===== src/logic/iasc_consts.svh =====
`ifndef IASC_CONSTS_SVH
`define IASC_CONSTS_SVH

// Register byte addresses; multi-byte values keep their low byte first.
`define IASC_A_CFG      15'h0000
`define IASC_A_CLASS    15'h0003
`define IASC_A_PART_LO  15'h0004
`define IASC_A_PART_HI  15'h0005
`define IASC_A_MAKER_LO 15'h000C
`define IASC_A_MAKER_HI 15'h000D
`define IASC_A_USER     15'h0010
`define IASC_A_SYNC     15'h0029
`define IASC_A_POS0     15'h002C
`define IASC_A_POS1     15'h002D
`define IASC_A_POS2     15'h002E
`define IASC_A_STEP     15'h0001

// Field positions.
`define IASC_B_ASCEND   5
`define IASC_B_SDO_ONLY 4
`define IASC_B_HOLD     0

// Reset values.
`define IASC_RST_CFG    8'h30
`define IASC_RST_RSV    4'h0
`define IASC_RST_USER   8'h00
`define IASC_RST_SYNC   8'h00
`define IASC_RST_BYTE   8'h00

// Frame layout: a 16-bit command word, then data bytes.
`define IASC_CMD_LAST   5'h0F
`define IASC_BYTE_LAST  5'h07
`define IASC_CNT_ZERO   5'h00
`define IASC_CNT_STEP   5'h01

`endif


===== src/logic/iasc_pkg.sv =====
package iasc_pkg;

  // Serial frame phase.
  typedef enum logic {IASC_PH_CMD, IASC_PH_DATA} iasc_phase_t;

  // Sync control byte, laid out as the register.
  typedef struct packed {
    logic       rsv;
    logic       proc_en;
    logic       recv_en;
    logic       zoom;
    logic [3:0] sel;
  } iasc_sync_ctl_t;

  // Edge detector state.
  typedef struct packed {
    logic prev;
  } iasc_edge_t;

  // Whole register bank and serial engine state.
  typedef struct packed {
    iasc_phase_t    phase;
    logic [4:0]     cnt;
    logic [15:0]    sh;
    logic [7:0]     tx;
    logic           rw;
    logic [14:0]    addr;
    logic           sdo;
    logic           sdo_oe;
    logic [7:0]     cfg_a;
    logic [3:0]     dc_rsv;
    logic [7:0]     user;
    iasc_sync_ctl_t sync;
    logic           evt;
  } iasc_state_t;

endpackage


===== src/logic/iasc_edge.sv =====
`timescale 1ns/100ps
// Finds the rising and falling edges of a level sampled on i_clk.
module iasc_edge (
  input  wire logic i_clk,  // System clock.
  input  wire logic i_rst,  // Synchronous reset, active high.
  input  wire logic i_lvl,  // Level to watch.
  output logic      o_rise, // High for the cycle the level goes high.
  output logic      o_fall  // High for the cycle the level goes low.
);
  import iasc_pkg::*;

  iasc_edge_t s_q;  // Registered copy of the level.
  iasc_edge_t s_d;  // Next value.

  // The previous sample is all that the detector needs.
  always_comb begin
    s_d      = s_q;
    s_d.prev = i_lvl;
  end

  // Reset to low so a clock idling low makes no false edge at start-up.
  always_ff @(posedge i_clk) begin
    if (i_rst) begin
      s_q <= '0;
    end else begin
      s_q <= s_d;
    end
  end

  assign o_rise = i_lvl & ~s_q.prev;
  assign o_fall = ~i_lvl & s_q.prev;
endmodule


===== src/logic/iasc_regs.sv =====
`timescale 1ns/100ps
`include "iasc_consts.svh"
module iasc_regs #(
  parameter logic [3:0]  P_CLASS = 4'hA,    // Arbitrary value.
  parameter logic [15:0] P_PART  = 16'h5A17, // Arbitrary value.
  parameter logic [15:0] P_MAKER = 16'h6C2E  // Arbitrary value.
) (
  input  wire logic                     i_clk,     // 25 MHz clock.
  input  wire logic                     i_rst,     // Sync reset, high.
  input  wire logic                     i_sclk,    // Serial clock.
  input  wire logic                     i_scs_n,   // Chip select, low.
  input  wire logic                     i_sdi,     // Serial data in.
  output logic                          o_sdo,     // Serial data out.
  output logic                          o_sdo_oe,  // High while driving.
  input  wire logic [23:0]              i_edge_pos, // Edge position.
  input  wire logic                     i_sync_evt, // Raw sync event.
  output logic                          o_sync_evt, // Accepted event.
  output iasc_pkg::iasc_sync_ctl_t      o_sync_ctl  // Sync control.
);
  import iasc_pkg::*;

  // Reset image; the control byte starts cleared.
  localparam iasc_state_t ST_RST = '{
    phase:  IASC_PH_CMD,
    cfg_a:  `IASC_RST_CFG,
    dc_rsv: `IASC_RST_RSV,
    user:   `IASC_RST_USER,
    sync:   `IASC_RST_SYNC,
    default: '0
  };

  iasc_state_t s_q;        // Registered state.
  iasc_state_t s_d;        // Next state.
  logic        sclk_rise;  // Serial clock rising edge.
  logic        sclk_fall;  // Serial clock falling edge.
  logic        cmd_done;   // Last command bit taken.
  logic        byte_done;  // Last bit of a data byte taken.
  logic [7:0]  wdata;      // Byte completed by this edge.
  logic [14:0] next_addr;  // Address for the following byte.
  logic [14:0] cmd_addr;   // Address carried in the command word.

  // Edge finder on the serial clock.
  iasc_edge u_sclk_edge (
    .i_clk  (i_clk),
    .i_rst  (i_rst),
    .i_lvl  (i_sclk),
    .o_rise (sclk_rise),
    .o_fall (sclk_fall)
  );

  // Read view of one byte; unmapped addresses read zero.
  function automatic logic [7:0] rd_byte(input logic [14:0] a,
                                         input iasc_state_t s,
                                         input logic [23:0] pos);
    logic [7:0] r;
    r = `IASC_RST_BYTE;
    if (a == `IASC_A_CFG) begin
      r = s.cfg_a;
      r[`IASC_B_SDO_ONLY] = 1'b1;  // Reads as one: output pin only.
    end else if (a == `IASC_A_CLASS) begin
      r = {s.dc_rsv, P_CLASS};
    end else if (a == `IASC_A_PART_LO) begin
      r = P_PART[7:0];
    end else if (a == `IASC_A_PART_HI) begin
      r = P_PART[15:8];
    end else if (a == `IASC_A_MAKER_LO) begin
      r = P_MAKER[7:0];
    end else if (a == `IASC_A_MAKER_HI) begin
      r = P_MAKER[15:8];
    end else if (a == `IASC_A_USER) begin
      r = s.user;
    end else if (a == `IASC_A_SYNC) begin
      r = s.sync;
    end else if (a == `IASC_A_POS0) begin
      r = pos[7:0];
    end else if (a == `IASC_A_POS1) begin
      r = pos[15:8];
    end else if (a == `IASC_A_POS2) begin
      r = pos[23:16];
    end
    return r;
  endfunction

  // Frame decode terms used by the state update and the checks.
  assign cmd_done  = ~i_scs_n & sclk_rise & (s_q.phase == IASC_PH_CMD)
                     & (s_q.cnt == `IASC_CMD_LAST);
  assign byte_done = ~i_scs_n & sclk_rise & (s_q.phase == IASC_PH_DATA)
                     & (s_q.cnt == `IASC_BYTE_LAST);
  assign wdata     = {s_q.sh[6:0], i_sdi};
  assign cmd_addr  = {s_q.sh[13:0], i_sdi};

  // Streaming step. The hold bit wins over the direction bit so that a
  // calibration port can be read or written many bytes in a row.
  always_comb begin
    if (s_q.user[`IASC_B_HOLD]) begin
      next_addr = s_q.addr;
    end else if (s_q.cfg_a[`IASC_B_ASCEND]) begin
      next_addr = s_q.addr + `IASC_A_STEP;
    end else begin
      next_addr = s_q.addr - `IASC_A_STEP;
    end
  end

  // Serial engine and register writes.
  always_comb begin
    s_d = s_q;
    // Events pass only with both receiver and processor on; a processor
    // enabled ahead of its receiver would otherwise see noise.
    s_d.evt = i_sync_evt & s_q.sync.proc_en
              & s_q.sync.recv_en;
    if (i_scs_n) begin
      // Deselect ends any frame, even one cut short mid-byte.
      s_d.phase  = IASC_PH_CMD;
      s_d.cnt    = `IASC_CNT_ZERO;
      s_d.sdo_oe = 1'b0;
    end else if (sclk_fall) begin
      // Read data changes on the falling edge for the host to sample.
      if (s_q.phase == IASC_PH_DATA && s_q.rw) begin
        s_d.sdo    = s_q.tx[7];
        s_d.tx     = {s_q.tx[6:0], 1'b0};
        s_d.sdo_oe = 1'b1;
      end
    end else if (sclk_rise) begin
      s_d.sh  = {s_q.sh[14:0], i_sdi};
      s_d.cnt = s_q.cnt + `IASC_CNT_STEP;
      if (cmd_done) begin
        s_d.rw    = s_q.sh[14];
        s_d.addr  = cmd_addr;
        s_d.phase = IASC_PH_DATA;
        s_d.cnt   = `IASC_CNT_ZERO;
        s_d.tx    = rd_byte(cmd_addr, s_q, i_edge_pos);
      end else if (byte_done) begin
        if (!s_q.rw) begin
          // Identifier and position bytes ignore writes, but the class byte stores its reserved upper nibble.
          if (s_q.addr == `IASC_A_CFG) begin
            s_d.cfg_a = wdata;
          end else if (s_q.addr == `IASC_A_CLASS) begin
            s_d.dc_rsv = wdata[7:4];
          end else if (s_q.addr == `IASC_A_USER) begin
            s_d.user = wdata;
          end else if (s_q.addr == `IASC_A_SYNC) begin
            s_d.sync = wdata;
          end
        end
        s_d.addr = next_addr;
        s_d.cnt  = `IASC_CNT_ZERO;
        s_d.tx   = rd_byte(next_addr, s_q, i_edge_pos);
      end
    end
  end

  // One register holds everything.
  always_ff @(posedge i_clk) begin
    if (i_rst) begin
      s_q <= ST_RST;
    end else begin
      s_q <= s_d;
    end
  end

  // Outputs straight from the state register. Zoom and select go to the
  // windowing logic outside, which sizes its steps from them.
  assign o_sdo      = s_q.sdo;
  assign o_sdo_oe   = s_q.sdo_oe;
  assign o_sync_evt = s_q.evt;
  assign o_sync_ctl = s_q.sync;
endmodule


===== config.mk =====
export PLATFORM = sky130hd
export DESIGN_NAME = iasc_regs
export DESIGN_NICKNAME = d
export VERILOG_FILES = /design/src/logic/iasc_pkg.sv /design/src/logic/iasc_edge.sv /design/src/logic/iasc_regs.sv
export VERILOG_INCLUDE_DIRS = /design/src /design/src/logic
export SDC_FILE = /design/constraint.sdc
export NUM_CORES = 1
export LEC_CHECK = 0
export BUFFER_PORTS_ARGS = -buffer_cell sky130_fd_sc_hd__buf_2
export CAP_MARGIN = 30
export CORE_MARGIN = 2
export CORE_UTILIZATION = 45
export CTS_BUF_LIST = sky130_fd_sc_hd__clkbuf_4 sky130_fd_sc_hd__clkbuf_8
export CTS_CLUSTER_DIAMETER = 50
export DETAILED_ROUTE_END_ITERATION = 6
export MAX_ROUTING_LAYER = met4
export PLACE_DENSITY_LB_ADDON = 0.1
export SLEW_MARGIN = 30
export SYNTH_ARGS = -nofsm -noshare
export SYNTH_HDL_FRONTEND = slang
export SYNTH_SLANG_ARGS = --single-unit

===== constraint.sdc =====
create_clock -name i_clk -period 4.5 [get_ports i_clk]
set_clock_uncertainty 0.05 [all_clocks]
set_input_delay 0.45 -clock i_clk [delete_from_list [all_inputs] [get_ports i_clk]]
set_output_delay 0.45 -clock i_clk [all_outputs]
set_load 0.01 [all_outputs]

==> results.md, run 1 <==
* Die area at 12,900 um^2
* Gr ovfl total at 0
* CP Data Required Time at 4.75 ns
* Reg clk slew, reported paths at 0.09 ns
* Peak Freq at 0.252 GHz
* Logic pwr share at 5.8%
* Gpl congestion at 1.01
* Max Cap Viol at 0
* CP Max Fanout at 16
* Avg Cell Area, Syn at 7.52 um^2
* Switching share of power at 27.3%
* Top cell type's share of synthesized area at 28.2%
* Die Y at 113 um
* CP Class: flip-flop to flip-flop
* Peak VDD IR at 0.204 mV
* Area Growth Syn to Fin at 8.36%
* Most used DFF post-synth: dfxtp_1
* LEAKAGE at 2.34 nW
* H-tree levels at 3
* P per Cell Area at 213 nW/um^2
* Fin nets at 783
* TritonCTS clock tree: yes
* Post-synth top area cell: dfxtp_1
* Initial antenna violation count at 0
* Hold Crit Class: primary input to flip-flop
* Final worst-path cycle share at 88.1%
* Clock sinks at 76
* Register bit total from synthesis at 76
* CP Capture Type: flip-flop
* Largest net degree at the start of global routing at 43
* Seq pwr share at 54.4%
* Final hold viol count at 0
* Tightest Pin Transition at 0.846 ns
* DPL Wire Length at 13,600 um
* Worst slew margin at 43.2%
* Commonest non-fill, non-tap cell in the layout: nor2_1
* Most frequent cells in the layout: 96 x nor2_1, 93 x nand2_1, 76 x dfxtp_1, 73 x a21oi_1, 40 x buf_2
* Initial cell density of the core at 46.6%
* Routed wire per std cell at 21.0 um
* Layout cells sized above 1 at 12.6%
* Synth unique cells at 77
* Hold-fix buffers at CTS at 0
* RSZ-0062 raised after global routing: no
* Final ANT Viol Nets at 0
* Number of synthesized flops with an enable pin at 0
* NetSw at 0.340 mW
* Async set or reset register ratio after synthesis at 0%
* First-pass GRT wire length at 29,700 um
* Status: finished clean
* Clk pwr share at 39.8%
* Post-layout util at 50.5%
* Critical path arrival at 4.21 ns
* Residual DRC at 0
* Fin Setup TNS at 0 ns
* CTS Buf Count at 9
* Die Span X at 113 um
* Final setup fails at 0
* Core Footprint at 11,600 um^2
* Root buf cell: clkbuf_8
* Resized cells post-CTS at 0
* Standard-cell row count at 39
* Synthesized Nets at 765
* Routed wire length at 18,500 um
* Initial DRC count at 801
* Max Slew Vio Count at 0
* Input/output buffers at 40
* Maximum clock path buffer count at 2
* Worst Setup Start Kind: flip-flop
* YS warnings at 0
* GR Util All Layers at 30.5%
* Post-CTS Setup Inserts at 0
* Minimum clock period after layout at 3.96 ns
* Int Power at 0.904 mW
* Register area share after synthesis at 28.2%
* Io pins at 41
* Clk_lat worst skew at 0.38 ns
* Mapped cell area at 5390 um^2
* Syn Inst Count at 717
* Top cells by area, synth: dfxtp_1 28%, a21oi_1 6.8%, mux2i_1 6.7%
* DRT Pass-1 Iters at 6
* Vias in the first global route at 5,358
* Routed vias at 5,669
* ANT cells at 0
* Vias per cell at 6.43
[state kept, by name (all words and copies together), names as in the netlist]
register,flops
cmd_addr,14
o_sdo,1
o_sdo_oe,1
o_sync_ctl,8
o_sync_evt,1
s_q,50
u_sclk_edge.s_q,1
[power by group through the flow]
stage | logic [mW] | clock network [mW] | registers [mW]
final | 0.0717 | 0.495 | 0.677
after global routing | 0.0796 | 0.540 | 0.678
after CTS | 0.0710 | 0.509 | 0.677
after detailed placement | 0.0707 | 0 | 0.693
after global placement | 0.0697 | 0 | 0.693
after floorplan | 0.0415 | 0 | 0.691
[final cells by class]
class                           instances  area [um^2]
Inverter                               12         45.0
Fill cell                            1174         5720
Multi-Input combinational cell        576         3570
Tap cell                              143          179
Clock inverter                          5         38.8
Sequential cell                        76         1520
Timing Repair Buffer                   60          350
Clock buffer                           10          131
[cells in the mapped netlist, types with 10 or more instances]
cell type and instances:
a211oi_1 18, a21oi_1 73, a221oi_1 10, a22oi_1 10, and3_1 11, clkbuf_1 38, dfxtp_1 76, ha_1 17
inv_1 11, mux2i_1 36, nand2_1 93, nand3_1 15, nor2_1 96, nor3_1 20, o21ai_0 29
[layer usage]
layer | vias up | routed length, um | GRT usage, % | part of all wire, %
met5 | - | 0 | - | 0
met4 | 0 | 516 | 11.8 | 2.8
met3 | 48 | 1420 | 4.20 | 7.7
met2 | 288 | 8110 | 44.3 | 44
met1 | 2663 | 8470 | 43.0 | 46
li1 | 2670 | - | - | -
[critical path, cell delays in order, from the launching register on]
cell and delay (ns):
dfxtp_1 0.44, inv_1 0.32, fa_1 0.57, a211oi_1 0.33, o21ai_1 0.17, a21oi_1 0.18
xnor2_1 0.11, o31ai_1 0.34, and4_1 0.25, nand4_2 0.26, or4b_1 0.59, a211oi_1 0.25
[worst paths after layout]
path / endpoint / cells after the start / from / slack, ns
min: u_sclk_edge.s_q / 3 / i_sclk / 0.30
max reg2reg: s_q[52] / 11 / s_q[26] / 0.54
max: s_q[52] / 11 / s_q[26] / 0.54
min reg2reg: o_sdo_oe / 2 / o_sdo_oe / 0.41
[per-stage QoR]
stage | cells | power, mW | setup WS, ns | area (um^2) | hold WS [ns]
finish | 882 | 1.24 | 0.535 | 5840 | 0.297
global route | 882 | 1.30 | 0.208 | 5840 | 0.305
global placement | 867 | 0.762 | 0.739 | 5670 | 0.391
detailed placement | 867 | 0.763 | 0.657 | 5670 | 0.399
floorplan | 717 | 0.732 | 1.16 | 5390 | 0.382
CTS | 882 | 1.26 | 0.580 | 5840 | 0.280
[cell families (layout without fill, tap and decap cells)]
group | count (synthesis) | after routing | share of synthesized area, %
buffers and inverters | 65 | 87 | 5.45
AO/OA/AOI/OAI | 213 | 213 | 26.1
flip-flops | 76 | 76 | 28.2
AND/OR/NAND/NOR | 292 | 292 | 26.3
XOR/XNOR | 13 | 13 | 2.11
adder cells (fa/ha/maj) | 18 | 18 | 4.32
multiplexers | 40 | 40 | 7.57
(Power assumes the default switching activity.)
==> run 2, diff against run 1 <==
CORE_ASPECT_RATIO = 2   (was not set)
==> results.md, run 2 (synthesized netlist as in run 1, its figures left out) <==
* CP Class: flip-flop to flip-flop
* Routed wire per std cell at 22.7 um
* Residual DRC at 0
* Gr ovfl total at 0
* CTS Buf Count at 9
* P per Cell Area at 242 nW/um^2
* TritonCTS clock tree: yes
* ANT cells at 0
* Routed vias at 5,684
* Gpl congestion at 1.01
* Initial DRC count at 394
* Input/output buffers at 40
* RSZ-0062 raised after global routing: no
* Final worst-path cycle share at 88.2%
* Minimum clock period after layout at 3.97 ns
* Largest net degree at the start of global routing at 62
* Area Growth Syn to Fin at 9.77%
* CP cell instances: inv_1 > ha_1 > a211oi_2 > o21ai_1 > a21bo_1 > a211oi_1 > o31a_1 > and4_1 > nand4_2 > or4b_1 > a211oi_1
* Max reg flops at 50
* CP Capture Type: flip-flop
* Kind of cell adding the most delay to the critical path: compound AO/OA/AOI/OAI gates
* Final Non-Filler Cells at 884
* Hold depth at 2
* Max Cap Viol at 0
* DP Worst Slack at 0.557 ns
* Most frequent cells in the layout: 96 x nor2_1, 93 x nand2_1, 76 x dfxtp_1, 73 x a21oi_1, 40 x buf_2
* Routed wire length at 20,100 um
* Max Slew Vio Count at 0
* CP Data Required Time at 4.74 ns
* Worst Setup Start Kind: flip-flop
* Initial antenna violation count at 0
* Hold slack at 0.287 ns
* First-pass GRT wire length at 30,600 um
* Worst setup margin at 0.533 ns
* CP Max Fanout at 16
* Hold-fix buffers at CTS at 0
* Fin Setup TNS at 0 ns
* Post-layout util at 50.6%
* Post-CTS Setup Inserts at 0
* Fin nets at 782
* Critical path arrival at 4.21 ns
* Hold Crit Class: primary input to flip-flop
* HP Start: i_sync_evt
* LEAKAGE at 2.38 nW
* Die Y at 159 um
* Total power at 1.43 mW
* Biggest register: s_q
* DRT Pass-1 Iters at 5
* Clock sinks at 76
* WP depth at 11
* Io pins at 41
* Slowest stage delay, CP at 0.60 ns
* Root buf cell: clkbuf_8
* Post-DP Area at 5670 um^2
* Clk_lat worst skew at 0.38 ns
* Crit path top cell by count: a211oi_1
* Commonest non-fill, non-tap cell in the layout: nor2_1
* H-tree levels at 3
* Status: finished clean
* Final hold viol count at 0
* Standard-cell row count at 56
* Final ANT Viol Nets at 0
* R2R cell count at 11
* R2r startpoint: s_q[26]
* DPL Wire Length at 15,500 um
* Crit path launch: s_q[26]
* Design Area, Final at 5920 um^2
* Critical path buffers and inverters at 1
* Die area at 12,900 um^2
* Tightest Pin Transition at 0.843 ns
* Maximum clock path buffer count at 2
* Final setup fails at 0
* Vias per cell at 6.43
* Peak Freq at 0.252 GHz
* Cells after DPL at 868
* Resized cells post-CTS at 0
* Initial cell density of the core at 46.1%
* Peak VDD IR at 0.144 mV
* Layout cells sized above 1 at 12.6%
* GR Util All Layers at 32.6%
* Worst slew margin at 43.3%
* Die Span X at 81.4 um
* Vias in the first global route at 5,518
* Reg clk slew, reported paths at 0.10 ns
* Master of the slowest instance on the critical path: or4b_1
* Core Footprint at 11,700 um^2
==> run 2: cell count changes in the layout (fill, tap and decap cells not counted) <==
cell,change
clkinv_4,-2
inv_6,+2
inv_8,+1
buf_4,-1
bufinv_16,+3
clkbuf_4,-1
clkinv_2,-1
clkinvlp_4,-1
==> run 2: worst paths after layout <==
check	end	slack [ns]
max	s_q[52]	0.53
min	o_sync_evt	0.29
max reg2reg	s_q[52]	0.53
min reg2reg	s_q[69]	0.42
==> run 2: cell type report <==
| cell class | count | area (um^2) |
|---|---|---|
| inverter | 12 | 45.0 |
| sequential | 76 | 1520 |
| tap | 145 | 181 |
| timing repair buffer | 59 | 343 |
| clock buffer | 9 | 124 |
| fill | 1174 | 5780 |
| multi-input combinational | 576 | 3570 |
| clock inverter | 7 | 128 |
==> run 2: where the power goes <==
part           switching (mW)  internal, mW  total (mW)  leakage (nW)
sequential            0.00336         0.674       0.677         0.612
clock                   0.305         0.378       0.684         0.127
combinational          0.0478        0.0232      0.0711          1.64
total                   0.356          1.08        1.43          2.38
==> run 2: routing by layer <==
layer	global-route usage (%)	share of wire (%)
met5	-	0
met4	25.0	9.5
met3	4.32	4.4
met2	54.9	50
met1	32.4	36
==> run 3, diff against run 2 <==
MAX_ROUTING_LAYER = not set   (was met4)
==> results.md, run 3 (synthesized netlist as in run 1, its figures left out) <==
* Status: finished clean
* Logic pwr share at 5.7%
* Worst slew margin at 43.7%
* Final Non-Filler Cells at 885
* Worst Setup Start Kind: flip-flop
* Peak Freq at 0.256 GHz
* H-tree levels at 3
* Post-DP Area at 5670 um^2
* Most frequent cells in the layout: 96 x nor2_1, 93 x nand2_1, 76 x dfxtp_1, 73 x a21oi_1, 40 x buf_2
* Resized cells post-CTS at 0
* Routed wire per std cell at 22.8 um
* Area Growth Syn to Fin at 8.75%
* Hold-fix buffers at CTS at 0
* Biggest register: s_q
* Maximum clock path buffer count at 2
* Routed vias at 5,604
* Clock sinks at 76
* Routed wire length at 20,100 um
* Minimum clock period after layout at 3.90 ns
* Fin Setup TNS at 0 ns
* Hold Crit Class: primary input to flip-flop
* Max Cap Viol at 0
* TritonCTS clock tree: yes
* Critical path arrival at 4.11 ns
* Die area at 12,900 um^2
* Gr ovfl total at 0
* RSZ-0062 raised after global routing: no
* Max Slew Vio Count at 0
* CP Class: flip-flop to flip-flop
* Reg clk slew, reported paths at 0.10 ns
* Kind of cell adding the most delay to the critical path: compound AO/OA/AOI/OAI gates
* CP Data Required Time at 4.71 ns
* Max reg flops at 50
* DPL Wire Length at 15,400 um
* Initial DRC count at 493
* Final worst-path cycle share at 86.7%
* P per Cell Area at 219 nW/um^2
* Vias in the first global route at 5,463
* Die Span X at 81.4 um
* LEAKAGE at 2.35 nW
* Input/output buffers at 40
* Commonest non-fill, non-tap cell in the layout: nor2_1
* Gpl congestion at 0.944
* Tightest Pin Transition at 0.839 ns
* R2R setup slack at 0.60 ns
* Post-CTS Setup Inserts at 0
* Final hold viol count at 0
* CP Capture Type: flip-flop
* First-pass GRT wire length at 31,000 um
* Hold slack at 0.280 ns
* CTS Buf Count at 9
* Root buf cell: clkbuf_8
* Die Y at 159 um
* Master of the slowest instance on the critical path: a2111oi_0
* DRT Pass-1 Iters at 5
* Largest net degree at the start of global routing at 43
* Layout cells sized above 1 at 12.7%
* Clk_lat worst skew at 0.38 ns
* Slowest stage delay, CP at 0.62 ns
* Int Power at 0.912 mW
* GR Util All Layers at 31.9%
* Residual DRC at 0
* Clk pwr share at 41.5%
* CP Max Fanout at 16
* Final ANT Viol Nets at 0
* CP cell instances: inv_1 > ha_1 > o211ai_2 > o211a_1 > or3_1 > and4b_1 > nor2b_1 > a2111oi_0 > o311a_1 > nor3_1
* Critical path buffers and inverters at 1
* Final setup fails at 0
* Standard-cell row count at 56
* Design Area, Final at 5860 um^2
* Total power at 1.28 mW
* Switching share of power at 28.9%
* Fillers at 1,182
* Initial antenna violation count at 0
* ANT cells at 0
* Io pins at 41
* Peak VDD IR at 0.126 mV
* Core Footprint at 11,700 um^2
* Cells after DPL at 869
* Vias per cell at 6.33
* Initial cell density of the core at 46.1%
* NetSw at 0.370 mW
* Seq pwr share at 52.8%
* Fin nets at 783
## run 3: changes by cell type in the layout (fill, tap and decap cells not counted)
cell / before / now
bufinv_16: 3 / 0
clkinv_4: 0 / 2
buf_4: 19 / 20
clkinvlp_4: 0 / 1
inv_6: 3 / 2
inv_8: 1 / 2
## run 3: worst paths after layout
path,start,endpoint,cells past startpoint
min reg2reg,s_q[69],s_q[46],2
max,s_q[26],s_q[49],10
max reg2reg,s_q[26],s_q[49],10
min,i_sclk,u_sclk_edge.s_q,3
## run 3: layer usage
layer	share of wire, %	vias to the layer above	wire (um)	global-route usage [%]
li1	-	2664	-	-
met2	52	254	10600	57.0
met3	4.3	75	862	3.41
met5	0	-	0	0
met1	36	2611	7260	33.7
met4	7.2	0	1460	20.5
## run 3: area by class of cell
class	instances	area [um^2]	share of cell area (%)
Multi-Input combinational cell	576	3570	61.0
Tap cell	145	181	3.09
Clock buffer	9	124	2.11
Clock inverter	7	65.1	1.11
Timing Repair Buffer	60	350	5.98
Sequential cell	76	1520	26.0
Inverter	12	45.0	0.768
## run 3: through the flow
stage,utilization [%],worst slack (ns)
2_1_floorplan,-,1.16
3_3_place_gp,48.5,0.757
3_5_place_dp,48.5,0.651
4_1_cts,50.1,0.630
5_1_grt,50.1,0.230
6_report,50.1,0.600
## run 3: power groups by stage
stage	Combinational [mW]	Clock [mW]	Sequential, mW
6_report	0.0731	0.531	0.677
2_1_floorplan	0.0415	0	0.691
5_1_grt	0.0789	0.565	0.678
3_5_place_dp	0.0718	0	0.693
4_1_cts	0.0722	0.541	0.677
3_3_place_gp	0.0711	0	0.693
## run 3: tightest hold or removal path: stages
cell and delay, ns:
buf_2 0.11, inv_1 0.07, nor2_1 0.05
